<file path="src/rtl/rmb_map.vh">
// register offsets, field positions and reset values of the rate match block
`ifndef RMB_MAP_VH
`define RMB_MAP_VH
`define RMB_OFS_CTRL 8'h00
`define RMB_OFS_SKIP 8'h04
`define RMB_OFS_STAT 8'h08
`define RMB_OFS_MASK 8'h0c
`define RMB_OFS_LEVEL 8'h10
`define RMB_CTRL_LOWLAT 0
`define RMB_CTRL_TXIDLE 1
`define RMB_CTRL_ENC 2
`define RMB_CTRL_SIGDET 3
`define RMB_CTRL_RST 4'h4
`define RMB_SKIP_RST 9'h11c
`define RMB_FILL_CHAR 9'h1fe
`define RMB_MAX_DEL 3'h4
`define RMB_MAX_INS 3'h4
`define RMB_INS_LIMIT 3'h5
`define RMB_EV_DROP 0
`define RMB_EV_FILL 1
`define RMB_EV_DEL 2
`define RMB_EV_INS 3
`endif

</file>
<file path="src/rtl/rmb_rate_match.v">
// basic mode receive rate match fifo with low latency bypass, tx idle and signal detect
//
// The implementer's own choices: strobed register access and the register addresses.
`timescale 1ns/1ps
`default_nettype none
`include "rmb_map.vh"

module rmb_rate_match #(
  parameter DEPTH = 16,
  parameter AW = 4,
  parameter HI_MARK = 12,
  parameter LO_MARK = 4
) (
  // clock and reset
  input wire clk_sys_i,
  input wire sys_rst_i,
  // register port
  input wire [7:0] reg_addr_i,
  input wire [31:0] reg_wdata_i,
  input wire reg_wr_i,
  input wire reg_rd_i,
  output reg [31:0] reg_rdata_o,
  output wire irq_o,
  // receive stream from deserializer
  input wire [8:0] rx_data_i,
  input wire rx_valid_i,
  input wire rx_sigdet_raw_i,
  // fabric read side
  input wire rd_req_i,
  output reg [8:0] rd_data_o,
  output reg rd_valid_o,
  output reg full_flag_o,
  output reg empty_flag_o,
  output wire sigdet_o,
  // transmit driver
  input wire tx_bit_i,
  input wire tx_idle_req_i,
  output reg tx_drv_o,
  output wire tx_drv_oe_o
);

  // fifo storage, no reset: only written slots are ever read
  reg [8:0] mem [0:DEPTH-1];
  reg [AW-1:0] wr_ptr_q;
  reg [AW-1:0] rd_ptr_q;
  reg [AW:0] count_q;

  // control and status registers
  reg [3:0] ctrl_q;
  reg [8:0] skip_q;
  reg [3:0] stat_q;
  reg [3:0] mask_q;

  // cluster tracking on both sides
  reg [2:0] w_run_q;
  reg [2:0] w_del_q;
  reg [2:0] r_run_q;
  reg [2:0] r_ins_q;

  // flag and synchroniser state
  reg full_pend_q;
  reg sd_meta_q;
  reg sd_sync_q;

  // mode and fifo level decodes
  wire bypass = ctrl_q[`RMB_CTRL_LOWLAT];
  wire fifo_empty = (count_q == {(AW+1){1'b0}});
  wire near_full = (count_q == DEPTH[AW:0] - 1'b1);
  wire above_hi = (count_q >= HI_MARK[AW:0]);
  wire below_lo = (count_q <= LO_MARK[AW:0]);
  wire [8:0] head = mem[rd_ptr_q];

  // write side: delete a repeated skip while the fifo runs high
  wire w_skip = rx_valid_i && (rx_data_i == skip_q);
  wire w_kept_before = (w_run_q != 3'h0);
  wire w_del_room = (w_del_q < `RMB_MAX_DEL);
  wire del = w_skip && w_kept_before && w_del_room && above_hi && !bypass;

  // read side: fill when empty, repeat a skip while the fifo runs low
  wire rd_go = rd_req_i && !bypass;
  wire rd_fill = rd_go && fifo_empty;
  wire r_head_skip = (head == skip_q);
  wire r_in_run = (r_run_q != 3'h0);
  wire r_run_short = (r_run_q < `RMB_INS_LIMIT);
  wire r_ins_room = (r_ins_q < `RMB_MAX_INS);
  wire rd_ins = rd_go && !rd_fill && r_head_skip && r_in_run && r_run_short && r_ins_room && below_lo;
  wire pop = rd_go && !rd_fill && !rd_ins;

  // a byte that would fill the last slot is thrown away
  wire drop = rx_valid_i && !bypass && !del && !pop && near_full;
  // outside low latency mode, store whatever was neither deleted nor dropped
  wire push = rx_valid_i && !bypass && !del && !drop;
  wire [8:0] rd_word = rd_fill ? `RMB_FILL_CHAR : head;
  wire [3:0] events;
  assign events[`RMB_EV_DROP] = drop;
  assign events[`RMB_EV_FILL] = rd_fill;
  assign events[`RMB_EV_DEL] = del;
  assign events[`RMB_EV_INS] = rd_ins;

  // write side
  always @(posedge clk_sys_i) begin
    if (push) begin
      mem[wr_ptr_q] <= rx_data_i;
    end
  end

  // saturating step of a cluster length counter
  localparam [2:0] RUN_MAX = 3'h7;
  function [2:0] run_step;
    input [2:0] run;
    begin
      if (run == RUN_MAX) begin
        run_step = run;
      end else begin
        run_step = run + 3'h1;
      end
    end
  endfunction

  // fifo pointers and fill level
  always @(posedge clk_sys_i) begin
    if (sys_rst_i) begin
      wr_ptr_q <= {AW{1'b0}};
    end else if (push) begin
      wr_ptr_q <= wr_ptr_q + 1'b1;
    end
  end

  always @(posedge clk_sys_i) begin
    if (sys_rst_i) begin
      rd_ptr_q <= {AW{1'b0}};
    end else if (pop) begin
      rd_ptr_q <= rd_ptr_q + 1'b1;
    end
  end

  // simultaneous push and pop leave the level unchanged
  always @(posedge clk_sys_i) begin
    if (sys_rst_i) begin
      count_q <= {(AW+1){1'b0}};
    end else if (push && !pop) begin
      count_q <= count_q + 1'b1;
    end else if (pop && !push) begin
      count_q <= count_q - 1'b1;
    end
  end

  // write side cluster: kept skips in the run and deletions so far
  // the first skip of a run is always kept
  always @(posedge clk_sys_i) begin
    if (sys_rst_i) begin
      w_run_q <= 3'h0;
      w_del_q <= 3'h0;
    end else if (rx_valid_i) begin
      if (!w_skip) begin
        w_run_q <= 3'h0;
        w_del_q <= 3'h0;
      end else if (del) begin
        w_del_q <= w_del_q + 3'h1;
      end else begin
        w_run_q <= run_step(w_run_q);
      end
    end
  end

  // read side cluster: skips output in the run and insertions so far
  // an inserted skip still counts toward the run
  always @(posedge clk_sys_i) begin
    if (sys_rst_i) begin
      r_run_q <= 3'h0;
      r_ins_q <= 3'h0;
    end else if (rd_go) begin
      if (rd_word != skip_q) begin
        r_run_q <= 3'h0;
        r_ins_q <= 3'h0;
      end else begin
        r_run_q <= run_step(r_run_q);
        if (rd_ins) begin
          r_ins_q <= r_ins_q + 3'h1;
        end
      end
    end
  end

  // read side data path, or the receive stream in low latency mode
  always @(posedge clk_sys_i) begin
    if (sys_rst_i) begin
      rd_data_o <= 9'h000;
      rd_valid_o <= 1'b0;
    end else if (bypass) begin
      rd_data_o <= rx_data_i;
      rd_valid_o <= rx_valid_i;
    end else begin
      rd_valid_o <= rd_go;
      if (rd_go) begin
        rd_data_o <= rd_word;
      end
    end
  end

  // flags ride with the character that they describe
  always @(posedge clk_sys_i) begin
    if (sys_rst_i || bypass) begin
      full_flag_o <= 1'b0;
      empty_flag_o <= 1'b0;
    end else begin
      empty_flag_o <= rd_fill;
      full_flag_o <= rd_go && !rd_fill && full_pend_q;
    end
  end

  // a drop is remembered until the next real character is output
  always @(posedge clk_sys_i) begin
    if (sys_rst_i || bypass) begin
      full_pend_q <= 1'b0;
    end else if (drop) begin
      full_pend_q <= 1'b1;
    end else if (rd_go && !rd_fill) begin
      full_pend_q <= 1'b0;
    end
  end

  // control fields
  wire ctrl_txidle = ctrl_q[`RMB_CTRL_TXIDLE];
  wire ctrl_enc = ctrl_q[`RMB_CTRL_ENC];
  wire ctrl_sigdet = ctrl_q[`RMB_CTRL_SIGDET];

  // analog detect is asynchronous: two flops before any logic reads it
  always @(posedge clk_sys_i) begin
    if (sys_rst_i) begin
      sd_meta_q <= 1'b0;
    end else begin
      sd_meta_q <= rx_sigdet_raw_i;
    end
  end

  always @(posedge clk_sys_i) begin
    if (sys_rst_i) begin
      sd_sync_q <= 1'b0;
    end else begin
      sd_sync_q <= sd_meta_q;
    end
  end

  // gated by the coder enable so that a wrong setting shows no detect
  assign sigdet_o = sd_sync_q && ctrl_sigdet && ctrl_enc;

  // transmit driver, released while the pin or the control bit asks for idle
  wire tx_idle = tx_idle_req_i || ctrl_txidle;

  always @(posedge clk_sys_i) begin
    if (sys_rst_i) begin
      tx_drv_o <= 1'b0;
    end else begin
      tx_drv_o <= tx_bit_i;
    end
  end

  assign tx_drv_oe_o = !tx_idle;

  // register address decode shared by the write and read paths
  function rmb_hit;
    input [7:0] addr;
    input [7:0] ofs;
    begin
      rmb_hit = (addr == ofs);
    end
  endfunction

  wire wr_stat = reg_wr_i && rmb_hit(reg_addr_i, `RMB_OFS_STAT);
  wire [3:0] stat_d;

  // sticky event bits; an event wins over a write-one clear in the same cycle
  genvar k;
  generate
    for (k = 0; k < 4; k = k + 1) begin : g_stat
      assign stat_d[k] = events[k] || (stat_q[k] && !(wr_stat && reg_wdata_i[k]));
    end
  endgenerate

  always @(posedge clk_sys_i) begin
    if (sys_rst_i) begin
      stat_q <= 4'h0;
    end else begin
      stat_q <= stat_d;
    end
  end

  // writable registers; the level is read only
  always @(posedge clk_sys_i) begin
    if (sys_rst_i) begin
      ctrl_q <= `RMB_CTRL_RST;
      skip_q <= `RMB_SKIP_RST;
      mask_q <= 4'h0;
    end else if (reg_wr_i) begin
      if (rmb_hit(reg_addr_i, `RMB_OFS_CTRL)) begin
        ctrl_q <= reg_wdata_i[3:0];
      end else if (rmb_hit(reg_addr_i, `RMB_OFS_SKIP)) begin
        skip_q <= reg_wdata_i[8:0];
      end else if (rmb_hit(reg_addr_i, `RMB_OFS_MASK)) begin
        mask_q <= reg_wdata_i[3:0];
      end
    end
  end

  // read data stands one cycle after the strobe, zero otherwise
  always @(posedge clk_sys_i) begin
    if (sys_rst_i || !reg_rd_i) begin
      reg_rdata_o <= 32'h0000_0000;
    end else if (rmb_hit(reg_addr_i, `RMB_OFS_CTRL)) begin
      reg_rdata_o <= {28'h0, ctrl_q};
    end else if (rmb_hit(reg_addr_i, `RMB_OFS_SKIP)) begin
      reg_rdata_o <= {23'h0, skip_q};
    end else if (rmb_hit(reg_addr_i, `RMB_OFS_STAT)) begin
      reg_rdata_o <= {28'h0, stat_q};
    end else if (rmb_hit(reg_addr_i, `RMB_OFS_MASK)) begin
      reg_rdata_o <= {28'h0, mask_q};
    end else if (rmb_hit(reg_addr_i, `RMB_OFS_LEVEL)) begin
      reg_rdata_o <= {{(31-AW){1'b0}}, count_q};
    end else begin
      reg_rdata_o <= 32'h0000_0000;
    end
  end

  assign irq_o = |(stat_q & mask_q);

endmodule // rmb_rate_match
`default_nettype wire

</file>
<file path="config.mk">
export PLATFORM = sky130hd
export DESIGN_NAME = rmb_rate_match
export DESIGN_NICKNAME = d
export VERILOG_FILES = /design/src/rtl/rmb_rate_match.v
export VERILOG_INCLUDE_DIRS = /design/src /design/src/rtl
export SDC_FILE = /design/constraint.sdc
export NUM_CORES = 1
export LEC_CHECK = 0
export BUFFER_PORTS_ARGS = -buffer_cell sky130_fd_sc_hd__clkbuf_2
export CORE_MARGIN = 2
export CORE_UTILIZATION = 30
export CTS_BUF_LIST = sky130_fd_sc_hd__clkbuf_16
export DETAILED_ROUTE_END_ITERATION = 7
export SYNTH_ARGS = -nofsm -noshare
export SYNTH_HDL_FRONTEND = slang
export SYNTH_SLANG_ARGS = --single-unit
</file>
<file path="constraint.sdc">
create_clock -name clk_sys_i -period 4.2 [get_ports clk_sys_i]
set_input_delay 0 -clock clk_sys_i [delete_from_list [all_inputs] [get_ports clk_sys_i]]
set_output_delay 0 -clock clk_sys_i [all_outputs]
set_load 0.01 [all_outputs]
</file>
==> impl_results.md, run 1 <==
- Result of the run: finished clean
- Min Hold Slack: 0.0217 ns
- Slowest stage cell on the critical path: sky130_fd_sc_hd__mux4_2
- Insertion delay to the later sink of the worst-skew pair: 0.51 ns
- All-layer global routing usage: 0.143
- Hold path cells: 1
- Clock-pin slew of the registers on the worst-case setup and hold paths: 0.06 ns
- Total die area: 33800 µm²
- Setup Total Neg Slack: 0 ns
- TritonCTS clock tree: done
- Top sig layer: met4
- Filler cell count: 3026
- Clock sink count: 219
- Effective utilization at floorplan: 0.306
- Fraction of the mapped netlist area in adder cells: 0.0240
- Largest fanout on the critical path: 13
- Post-layout net count: 962
- Number of remaining DRC errors: 0
- Count of inserted antenna diode cells: 0
- Initial DRC Count: 577
- Count of flip-flops with a built-in enable after synthesis: 144
- Final std cells w/o fill: 1304
- Cell count after placement: 1222
- CP Data Arrival Time: 4.43 ns
- Share of cells above drive strength 1: 0.225
- Number of nets still failing antenna checks after routing: 0
- First-pass iteration count of the detailed router: 7
- Worst-case clock skew: 0.00902 ns
- Via count of the first global-routing pass: 6328
- Max Clock Freq: 250 MHz
- Final Hold Fails: 0
- Share of the clock period used by the worst path after layout: 0.952
- Headroom to the max-slew limit: 0.497
- Maximum number of pins on one net before global-route repair: 68
- Max Buffers Root-to-Sink: 3
- Slowest cell delay on critical path: 0.52 ns
- Count of final setup violators: 0
- Type of the tightest min-delay check: in -> reg
- Flop and latch count out of synthesis: 219
- Startpoint type of the worst setup path: register
- Wire length of the first global-routing pass: 36.9 mm
- Type of destination of the critical path: register
- Mean number of vias per cell: 4.99
- Sequential fraction of the synthesis area: 0.600
- Complex-gate fraction of the synthesized area: 0.0692
- Post-synthesis instance total: 755
- Die width: 184 µm
- Average instance area after synthesis: 12.9 µm²
- Final slew viol count: 0
- Sum of routed wire segments on met1: 11.0 mm
- Root buffer selected by CTS: sky130_fd_sc_hd__clkbuf_16
- Post-detailed-placement half-perimeter wirelength: 16.5 mm
- Commonest register cell after synthesis: sky130_fd_sc_hd__edfxtp_1
- Post-synth cell types: 67
- Leakage power figure: 4.15 nW
- FFs w/ async S/R, synth: 0
- Met3 WL: 1.36 mm
- Max-cap violations: 0
- Transition time of the tightest slew-check pin: 0.754 ns
- Xor-xnor portion of the synthesized cell area: 0.0208
- Sequential cell area: 5840 µm²
- Routed length per instance: 18.9 µm
- Via count: 6504
- Y dimension of the die: 184 µm
- Largest family of logic cells by synthesized area: simple AND/OR/NAND/NOR gates
- WL met2: 11.7 mm
- Area of the placeable core: 31700 µm²
- Basic-gate share of the synthesized area counting and, or, nand and nor cells: 0.129
- Multi-input gate area in the final layout: 3560 µm²
- Cell taking the most area after synthesis: sky130_fd_sc_hd__edfxtp_1
- Startpoint-to-endpoint class of the critical path: reg -> reg
- Minimum clock period: 4.00 ns
- Share of Yosys cell area claimed by the top area cell type: 0.446
- Multiplexer fraction of the synthesized cell area: 0.111
- Pwr/cell area: 475 nW/µm²
- Cell row count: 65
- Worst supply voltage drop on vdd: 334 µV
- CP required: 4.64 ns
- Final wirelength: 24.6 mm
- Cell types occupying the most area after synthesis: sky130_fd_sc_hd__edfxtp_1 (45%), sky130_fd_sc_hd__dfxtp_1 (15%), sky130_fd_sc_hd__mux4_2 (7.4%)
- TritonCTS Buffers: 23
- Post-synthesis instance area: 9700 µm²
- Io pins: 106
- RSZ-0062 raised after global routing: false
- Cell chain of the critical path: buf_12 -> mux4_2 -> mux4_2 -> xnor2_1 -> nand4_1 -> o31a_1 -> nor2_4 -> inv_2 -> ha_2 -> inv_2 -> ha_1 -> a21o_1 -> a21oi_2 -> xnor2_1 -> or3_1 -> a21oi_2
- Number of cell instances on the worst register-to-register path: 16
- Deepest level of the CTS H-tree: 1
- Count of buffers from port buffering: 59
- Yosys synthesis warning count: 0
- Initial antenna violation count: 0
- Area grow syn2layout: 21.2%
- Remaining global-route overflow: 0
- Final weighted congestion in routability-driven placement: 0.798
cell usage in the layout (no fill, tap or decap), types with 27 or more instances in the layout:
| cell | synthesis | routed |
|---|---|---|
| sky130_fd_sc_hd__edfxtp_1 | 144 | 144 |
| sky130_fd_sc_hd__dfxtp_1 | 75 | 72 |
| sky130_fd_sc_hd__nor2_1 | 63 | 63 |
| sky130_fd_sc_hd__clkbuf_2 | 0 | 59 |
| sky130_fd_sc_hd__buf_4 | 24 | 49 |
| sky130_fd_sc_hd__a21oi_1 | 42 | 40 |
| sky130_fd_sc_hd__nand2_1 | 39 | 39 |
| sky130_fd_sc_hd__mux4_2 | 32 | 32 |
| sky130_fd_sc_hd__nor3_1 | 30 | 30 |
| sky130_fd_sc_hd__dlygate4sd3_1 | 0 | 27 |
kinds of logic (layout without fill, tap and decap cells):
family	Yosys count	after routing
simple gates	241	241
other cells	1	23
compound gates	106	106
flops	219	219
fa+ha+maj	18	18
xor+xnor	23	23
mux	66	66
buf+inv	81	206
where the power goes:
part | total [mW] | leakage [nW] | internal (mW) | switching (mW)
Combinational | 1.29 | 1.89 | 0.598 | 0.695
Sequential | 2.51 | 1.91 | 2.41 | 0.100
Clock | 1.79 | 0.347 | 0.988 | 0.802
Total | 5.59 | 4.15 | 3.99 | 1.60
repair_timing:
item                       4_1_cts  5_1_grt
resized for setup                0       17
setup buffers                    0       11
hold endpoints to repair        64        0
hold buffers                    27        0
setup endpoints to repair        0        2
per-layer routing:
metal,track usage,vias to the layer above
li1,-,3038
met1,0.193,3230
met2,0.236,205
met3,0.0244,31
met4,0.0422,0
met5,0,-
registers in the layout, summed over array words and instances (netlist names), 5 cells and up, named ones only:
register and count:
mem 144, rd_data_o 9, skip_q 9, count_q 5, reg_rdata_o 9
stage by stage:
| stage | area [µm²] | utilization | total power, mW | setup WS (ns) |
|---|---|---|---|---|
| 2_1_floorplan | 9790 | - | 3.33 | 0.274 |
| 3_3_place_gp | 10600 | 0.335 | 3.69 | 0.155 |
| 3_5_place_dp | 10600 | 0.335 | 3.72 | 0.0943 |
| 4_1_cts | 11500 | 0.364 | 5.52 | 0.0413 |
| 5_1_grt | 11800 | 0.371 | 5.86 | 0.00541 |
| 6_report | 11800 | 0.371 | 5.59 | 0.201 |
worst paths after layout:
path	startpoint	end	slack, ns
setup reg to reg	register	count_q[4]	0.20
hold reg to reg	sd_meta_q	sd_sync_q	0.45
hold / removal	rx_data_i[5]	mem[6][5]	0.02
setup / recovery	register	count_q[4]	0.20
layout make-up:
class	instances	share of cell area
clock inverters	18	0.00670
repair buffers	144	0.0960
clock buffers	23	0.0490
flip-flops and latches	219	0.496
well taps	402	0.0428
inverters	21	0.00670
multi-input cells	477	0.302
critical path, delay by kind of cell, from the launching register on:
kind                       cells  cell delay, ns
AOI/OAI and AO/OA              4            0.89
xor gates and xnor gates       2            0.24
adders and majority gates      2            0.45
buffers and inverters          3            0.30
DFF                            1            0.39
muxes                          2            1.03
and+or+nand+nor                3            0.63
Yosys cell counts, types with 7 or more instances:
cell type / instances
sky130_fd_sc_hd__o21ai_0: 11
sky130_fd_sc_hd__nand2b_1: 13
sky130_fd_sc_hd__or3_1: 7
sky130_fd_sc_hd__nand3_1: 19
sky130_fd_sc_hd__mux4_2: 32
sky130_fd_sc_hd__a31oi_1: 8
sky130_fd_sc_hd__mux2i_1: 25
sky130_fd_sc_hd__nand3b_1: 12
sky130_fd_sc_hd__dfxtp_1: 75
sky130_fd_sc_hd__nand4_1: 8
sky130_fd_sc_hd__buf_4: 24
sky130_fd_sc_hd__buf_2: 7
sky130_fd_sc_hd__a211oi_1: 8
sky130_fd_sc_hd__nor2_1: 63
sky130_fd_sc_hd__a21oi_1: 42
sky130_fd_sc_hd__edfxtp_1: 144
sky130_fd_sc_hd__and3_1: 8
sky130_fd_sc_hd__nor3_1: 30
sky130_fd_sc_hd__nand2_1: 39
sky130_fd_sc_hd__nor2b_1: 11
sky130_fd_sc_hd__ha_1: 17
sky130_fd_sc_hd__clkbuf_1: 21
sky130_fd_sc_hd__xnor2_1: 19
sky130_fd_sc_hd__inv_1: 20
sky130_fd_sc_hd__and2_1: 7
(Power assumes the default switching activity.)
==> inputs of run 2 (changes only) <==
CELL_PAD_IN_SITES_DETAIL_PLACEMENT = 0   (was unset)
CELL_PAD_IN_SITES_GLOBAL_PLACEMENT = 1   (was unset)
PLACE_DENSITY_LB_ADDON = 0.1   (was unset)
==> impl_results.md, run 2 (synthesis gave the netlist of run 1 again) <==
- Post-layout net count: 989
- Proportion of power drawn by combinational gates: 0.241
- Max Clock Freq: 247 MHz
- Internal portion of total power: 4.21 mW
- Clock share of power: 0.340
- Routed length per instance: 20.6 µm
- Transition time of the tightest slew-check pin: 0.722 ns
- Result of the run: finished clean
- Hold path startpoint: rx_data_i[6]
- Minimum clock period: 4.05 ns
- Hold path cells: 2
- Count of buffers from port buffering: 59
- Relative contribution of sequential cells to total power: 0.420
- Maximum number of pins on one net before global-route repair: 68
- Startpoint-to-endpoint class of the critical path: reg -> reg
- Pwr/cell area: 493 nW/µm²
- Io pins: 106
- CP required: 4.66 ns
- First-pass iteration count of the detailed router: 5
- Insertion delay to the later sink of the worst-skew pair: 0.54 ns
- Count of final setup violators: 0
- Cell row count: 65
- Final slew viol count: 0
- Type of the tightest min-delay check: in -> reg
- Initial antenna violation count: 0
- Initial DRC Count: 477
- Clock-pin slew of the registers on the worst-case setup and hold paths: 0.06 ns
- Sum of internal, switching and leakage power: 5.94 mW
- Switching power as a share of total power: 0.292
- Worst supply voltage drop on vdd: 289 µV
- Worst-case clock skew: 0.0140 ns
- Number of nets still failing antenna checks after routing: 0
- Number of cell instances on the worst register-to-register path: 18
- Deepest level of the CTS H-tree: 1
- Min Hold Slack: 0.0222 ns
- Capture endpoint of the worst hold path: mem[5][6]
- Type of destination of the critical path: register
- Headroom to the max-slew limit: 0.519
- Root buffer selected by CTS: sky130_fd_sc_hd__clkbuf_16
- TritonCTS Buffers: 25
- Reported net switching power: 1.73 mW
- Share of cells above drive strength 1: 0.246
- Largest fanout on the critical path: 5
- All-layer global routing usage: 0.160
- Share of the clock period used by the worst path after layout: 0.965
- Remaining global-route overflow: 0
- Area grow syn2layout: 24.2%
- Largest register FFs: 144
- Max-cap violations: 0
- Via count: 6567
- Leakage power figure: 4.33 nW
- Number of remaining DRC errors: 0
- Area of the placeable core: 31700 µm²
- Final wirelength: 27.4 mm
- Register bank with the most flops: mem
- Total die area: 33800 µm²
- Commonest cells after routing, fill and taps aside: sky130_fd_sc_hd__edfxtp_1 (144), sky130_fd_sc_hd__dfxtp_1 (73), sky130_fd_sc_hd__buf_4 (71)
- Slack of the worst reg-to-reg path: 0.15 ns
- Clock sink count: 219
- Wire length of the first global-routing pass: 40.4 mm
- Mean number of vias per cell: 4.93
- TritonCTS clock tree: done
- Most common cell after layout, fill and taps aside: sky130_fd_sc_hd__edfxtp_1
- Final weighted congestion in routability-driven placement: 0.782
- Setup Total Neg Slack: 0 ns
- Die width: 184 µm
- Final Hold Fails: 0
- Y dimension of the die: 184 µm
- Count of inserted antenna diode cells: 0
- Via count of the first global-routing pass: 6480
- Startpoint type of the worst setup path: register
- R2R Path End: count_q[4]
- Post-detailed-placement half-perimeter wirelength: 18.8 mm
- CP Data Arrival Time: 4.51 ns
- Effective utilization at floorplan: 0.306
- Max Buffers Root-to-Sink: 3
run 2: changes by cell type in the layout (fill, tap and decap cells not counted), sizes merged, moves of 2 or more:
cell,before,now
buf,55,77
clkinv,8,12
dlygate4sd3,27,30
clkbuf,85,87
inv,30,28
run 2: final cells by class:
class	count	area [µm²]
Fill cell	3056	19700
Sequential cell	219	5830
Multi-Input combinational cell	477	3580
Timing Repair Buffer	169	1320
Clock buffer	25	626
Tap cell	402	503
Clock inverter	20	120
Inverter	21	78.8
run 2: critical path: stages (launching register included):
cell                        delay, ns
sky130_fd_sc_hd__dfxtp_4         0.42
sky130_fd_sc_hd__clkbuf_16       0.18
sky130_fd_sc_hd__mux4_2          0.50
sky130_fd_sc_hd__a22o_1          0.23
sky130_fd_sc_hd__nor2_2          0.17
sky130_fd_sc_hd__buf_6           0.15
sky130_fd_sc_hd__xor2_1          0.15
sky130_fd_sc_hd__nand4_1         0.20
sky130_fd_sc_hd__buf_4           0.21
sky130_fd_sc_hd__nor3_4          0.13
sky130_fd_sc_hd__nand2b_4        0.15
sky130_fd_sc_hd__ha_2            0.20
sky130_fd_sc_hd__inv_2           0.06
sky130_fd_sc_hd__fa_2            0.34
sky130_fd_sc_hd__a21o_1          0.18
sky130_fd_sc_hd__a21oi_2         0.15
sky130_fd_sc_hd__xnor2_1         0.09
sky130_fd_sc_hd__or3_1           0.31
sky130_fd_sc_hd__a21oi_1         0.14
run 2: how the worst max path moves through the flow:
stage               startpoint    endpoint  slack [ns]  depth (start not counted)
CTS                   register  count_q[4]        0.04                         18
detailed placement    register  count_q[4]        0.07                         16
global placement      register  count_q[4]        0.07                         16
floorplan             register  count_q[4]        0.27                         17
global route          register  count_q[3]       -0.02                         20
finish                register  count_q[4]        0.15                         18
run 2: through the flow:
stage / std cells / cell area [µm²] / setup WS (ns) / util
2_1_floorplan: 777 / 9790 / 0.274 / -
3_3_place_gp: 1241 / 10800 / 0.0737 / 0.339
3_5_place_dp: 1241 / 10800 / 0.0745 / 0.339
4_1_cts: 1316 / 11800 / 0.0404 / 0.372
5_1_grt: 1333 / 12100 / -0.0239 / 0.380
6_report: 1333 / 12100 / 0.148 / 0.380
run 2: power by group through the flow:
stage	registers, mW	logic (mW)	clock network [mW]
final	2.49	1.43	2.02
after global routing	2.50	1.57	2.16
after CTS	2.48	1.31	2.08
after detailed placement	2.53	1.29	0
after global placement	2.52	1.28	0
after floorplan	2.52	0.815	0
run 2: per-layer routing:
metal / vias to the layer above / track usage / routed length, µm
li1: 3092 / - / -
met1: 3292 / 0.233 / 13200
met2: 154 / 0.253 / 12500
met3: 29 / 0.0220 / 1240
met4: 0 / 0.0378 / 450
met5: - / 0 / 0
run 2: what timing repair did:
action	4_1_cts	5_1_grt
resized for setup	0	20
setup endpoints to repair	0	2
setup buffers	0	14
endpoints found under the hold margin	114	0
hold buffers	30	0
==> inputs of run 3 (changes only) <==
CORE_ASPECT_RATIO = 0.75   (was unset)
==> impl_results.md, run 3 (synthesis gave the netlist of run 1 again) <==
- Result of the run: finished clean
- Count of final setup violators: 0
- Worst-case clock skew: 0.0102 ns
- Remaining global-route overflow: 0
- Commonest cells after routing, fill and taps aside: sky130_fd_sc_hd__edfxtp_1 (144), sky130_fd_sc_hd__dfxtp_1 (73), sky130_fd_sc_hd__nor2_1 (63)
- Y dimension of the die: 160 µm
- Final wirelength: 27.9 mm
- Minimum clock period: 4.01 ns
- Delay-heaviest family, CP: simple AND/OR/NAND/NOR gates
- Transition time of the tightest slew-check pin: 0.771 ns
- TritonCTS clock tree: done
- Cell count after placement: 1238
- Count of inserted antenna diode cells: 0
- Number of buffer and inverter instances along the worst setup path: 3
- Post-detailed-placement half-perimeter wirelength: 18.9 mm
- Max-cap violations: 0
- Area grow syn2layout: 22.6%
- Final weighted congestion in routability-driven placement: 0.833
- CP Data Arrival Time: 4.45 ns
- Count of buffers from port buffering: 59
- Final std cells w/o fill: 1318
- Routed length per instance: 21.1 µm
- First-pass iteration count of the detailed router: 5
- Largest register FFs: 144
- Min Hold Slack: 0.00439 ns
- Effective utilization at floorplan: 0.308
- Cell row count: 56
- Clock sink count: 219
- Die width: 212 µm
- Most common cell after layout, fill and taps aside: sky130_fd_sc_hd__edfxtp_1
- Startpoint-to-endpoint class of the critical path: reg -> reg
- Slowest cell delay on critical path: 0.41 ns
- Deepest level of the CTS H-tree: 1
- Area of the placeable core: 31500 µm²
- Max Buffers Root-to-Sink: 3
- Headroom to the max-slew limit: 0.486
- Leakage power figure: 4.21 nW
- Post-layout net count: 973
- Slowest stage cell on the critical path: sky130_fd_sc_hd__dfxtp_4
- Number of nets still failing antenna checks after routing: 0
- Final slew viol count: 0
- Hold path startpoint: rx_data_i[5]
- Root buffer selected by CTS: sky130_fd_sc_hd__clkbuf_16
- TritonCTS Buffers: 25
- Clock-pin slew of the registers on the worst-case setup and hold paths: 0.06 ns
- Type of the tightest min-delay check: in -> reg
- Largest fanout on the critical path: 6
- Pwr/cell area: 492 nW/µm²
- Share of the clock period used by the worst path after layout: 0.955
- Initial DRC Count: 431
- Final Hold Fails: 0
- CP required: 4.64 ns
- Type of destination of the critical path: register
- Via count: 6558
- Mean number of vias per cell: 4.98
- Finished Core Util: 0.377
- Wire length of the first global-routing pass: 40.9 mm
- Initial antenna violation count: 0
- Total die area: 33800 µm²
- Io pins: 106
- Via count of the first global-routing pass: 6478
- Worst supply voltage drop on vdd: 263 µV
- Register bank with the most flops: mem
- Max Clock Freq: 249 MHz
- RSZ-0062 raised after global routing: true
- Startpoint type of the worst setup path: register
- Insertion delay to the later sink of the worst-skew pair: 0.52 ns
- Cell chain of the critical path: clkbuf_16 -> buf_4 -> mux4_2 -> mux2_2 -> nand2_1 -> nand3_1 -> a211o_1 -> nor3_2 -> nand2b_1 -> ha_1 -> inv_2 -> fa_1 -> a21o_1 -> a21oi_2 -> xnor2_1 -> or3_1 -> a21oi_1
- Share of cells above drive strength 1: 0.236
- Maximum number of pins on one net before global-route repair: 69
- Number of remaining DRC errors: 0
- All-layer global routing usage: 0.162
[run 3: cell types whose count changed in the layout (fill, tap and decap cells not counted), moves of 3 or more]
cell / delta
sky130_fd_sc_hd__clkinv_1: -6
sky130_fd_sc_hd__buf_4: -13
sky130_fd_sc_hd__xnor2_2: -3
sky130_fd_sc_hd__inv_1: -3
sky130_fd_sc_hd__xnor2_1: +3
sky130_fd_sc_hd__clkinv_2: +5
[run 3: where the power goes]
group          leakage (nW)  internal (mW)  switching, mW  total [mW]
Combinational          1.91          0.594          0.731        1.32
Clock                 0.386           1.19          0.849        2.04
Sequential             1.91           2.41         0.0798        2.49
Total                  4.21           4.19           1.66        5.85
[run 3: worst reg2reg max path, stage by stage (launching register included)]
cell	delay [ns]
sky130_fd_sc_hd__dfxtp_4	0.41
sky130_fd_sc_hd__clkbuf_16	0.19
sky130_fd_sc_hd__buf_4	0.14
sky130_fd_sc_hd__mux4_2	0.32
sky130_fd_sc_hd__mux2_2	0.31
sky130_fd_sc_hd__nand2_1	0.12
sky130_fd_sc_hd__nand3_1	0.10
sky130_fd_sc_hd__a211o_1	0.33
sky130_fd_sc_hd__nor3_2	0.27
sky130_fd_sc_hd__nand2b_1	0.19
sky130_fd_sc_hd__ha_1	0.21
sky130_fd_sc_hd__inv_2	0.08
sky130_fd_sc_hd__fa_1	0.41
sky130_fd_sc_hd__a21o_1	0.20
sky130_fd_sc_hd__a21oi_2	0.14
sky130_fd_sc_hd__xnor2_1	0.08
sky130_fd_sc_hd__or3_1	0.30
sky130_fd_sc_hd__a21oi_1	0.13
[run 3: area by class of cell]
cell class / count / area, µm²
Fill cell: 3058 / 19600
Sequential cell: 219 / 5830
Multi-Input combinational cell: 477 / 3540
Timing Repair Buffer: 153 / 1180
Clock buffer: 25 / 626
Tap cell: 406 / 508
Clock inverter: 17 / 129
Inverter: 21 / 78.8
[run 3: through the flow]
stage / setup slack, ns / cell area [µm²] / setup TNS, ns / power [mW]
2_1_floorplan: 0.274 / 9790 / 0 / 3.33
3_3_place_gp: 0.0995 / 10700 / 0 / 3.74
3_5_place_dp: 0.126 / 10700 / 0 / 3.76
4_1_cts: 0.107 / 11700 / 0 / 5.84
5_1_grt: -0.0482 / 11900 / -0.0482 / 6.16
6_report: 0.188 / 11900 / 0 / 5.85
[run 3: timing repair]
item                                    CTS  global route
setup buffers                             0             7
hold buffers                             28             0
endpoints found under the hold margin    81             0
endpoints found under the setup margin    0             2
gates resized for setup                   0            11
[run 3: layer usage]
metal,global-route usage,vias to the layer above,routed length (µm)
met4,0.0362,0,473
met5,0,-,0
met3,0.0232,32,1090
li1,-,3061,-
met2,0.234,135,11700
met1,0.255,3330,14600
[run 3: worst paths after layout]
check             slack, ns         end  depth (start not counted)
setup reg to reg       0.19  count_q[4]                         17
hold reg to reg        0.45   sd_sync_q                          1
hold / removal        0.004   mem[2][5]                          1
setup / recovery       0.19  count_q[4]                         17
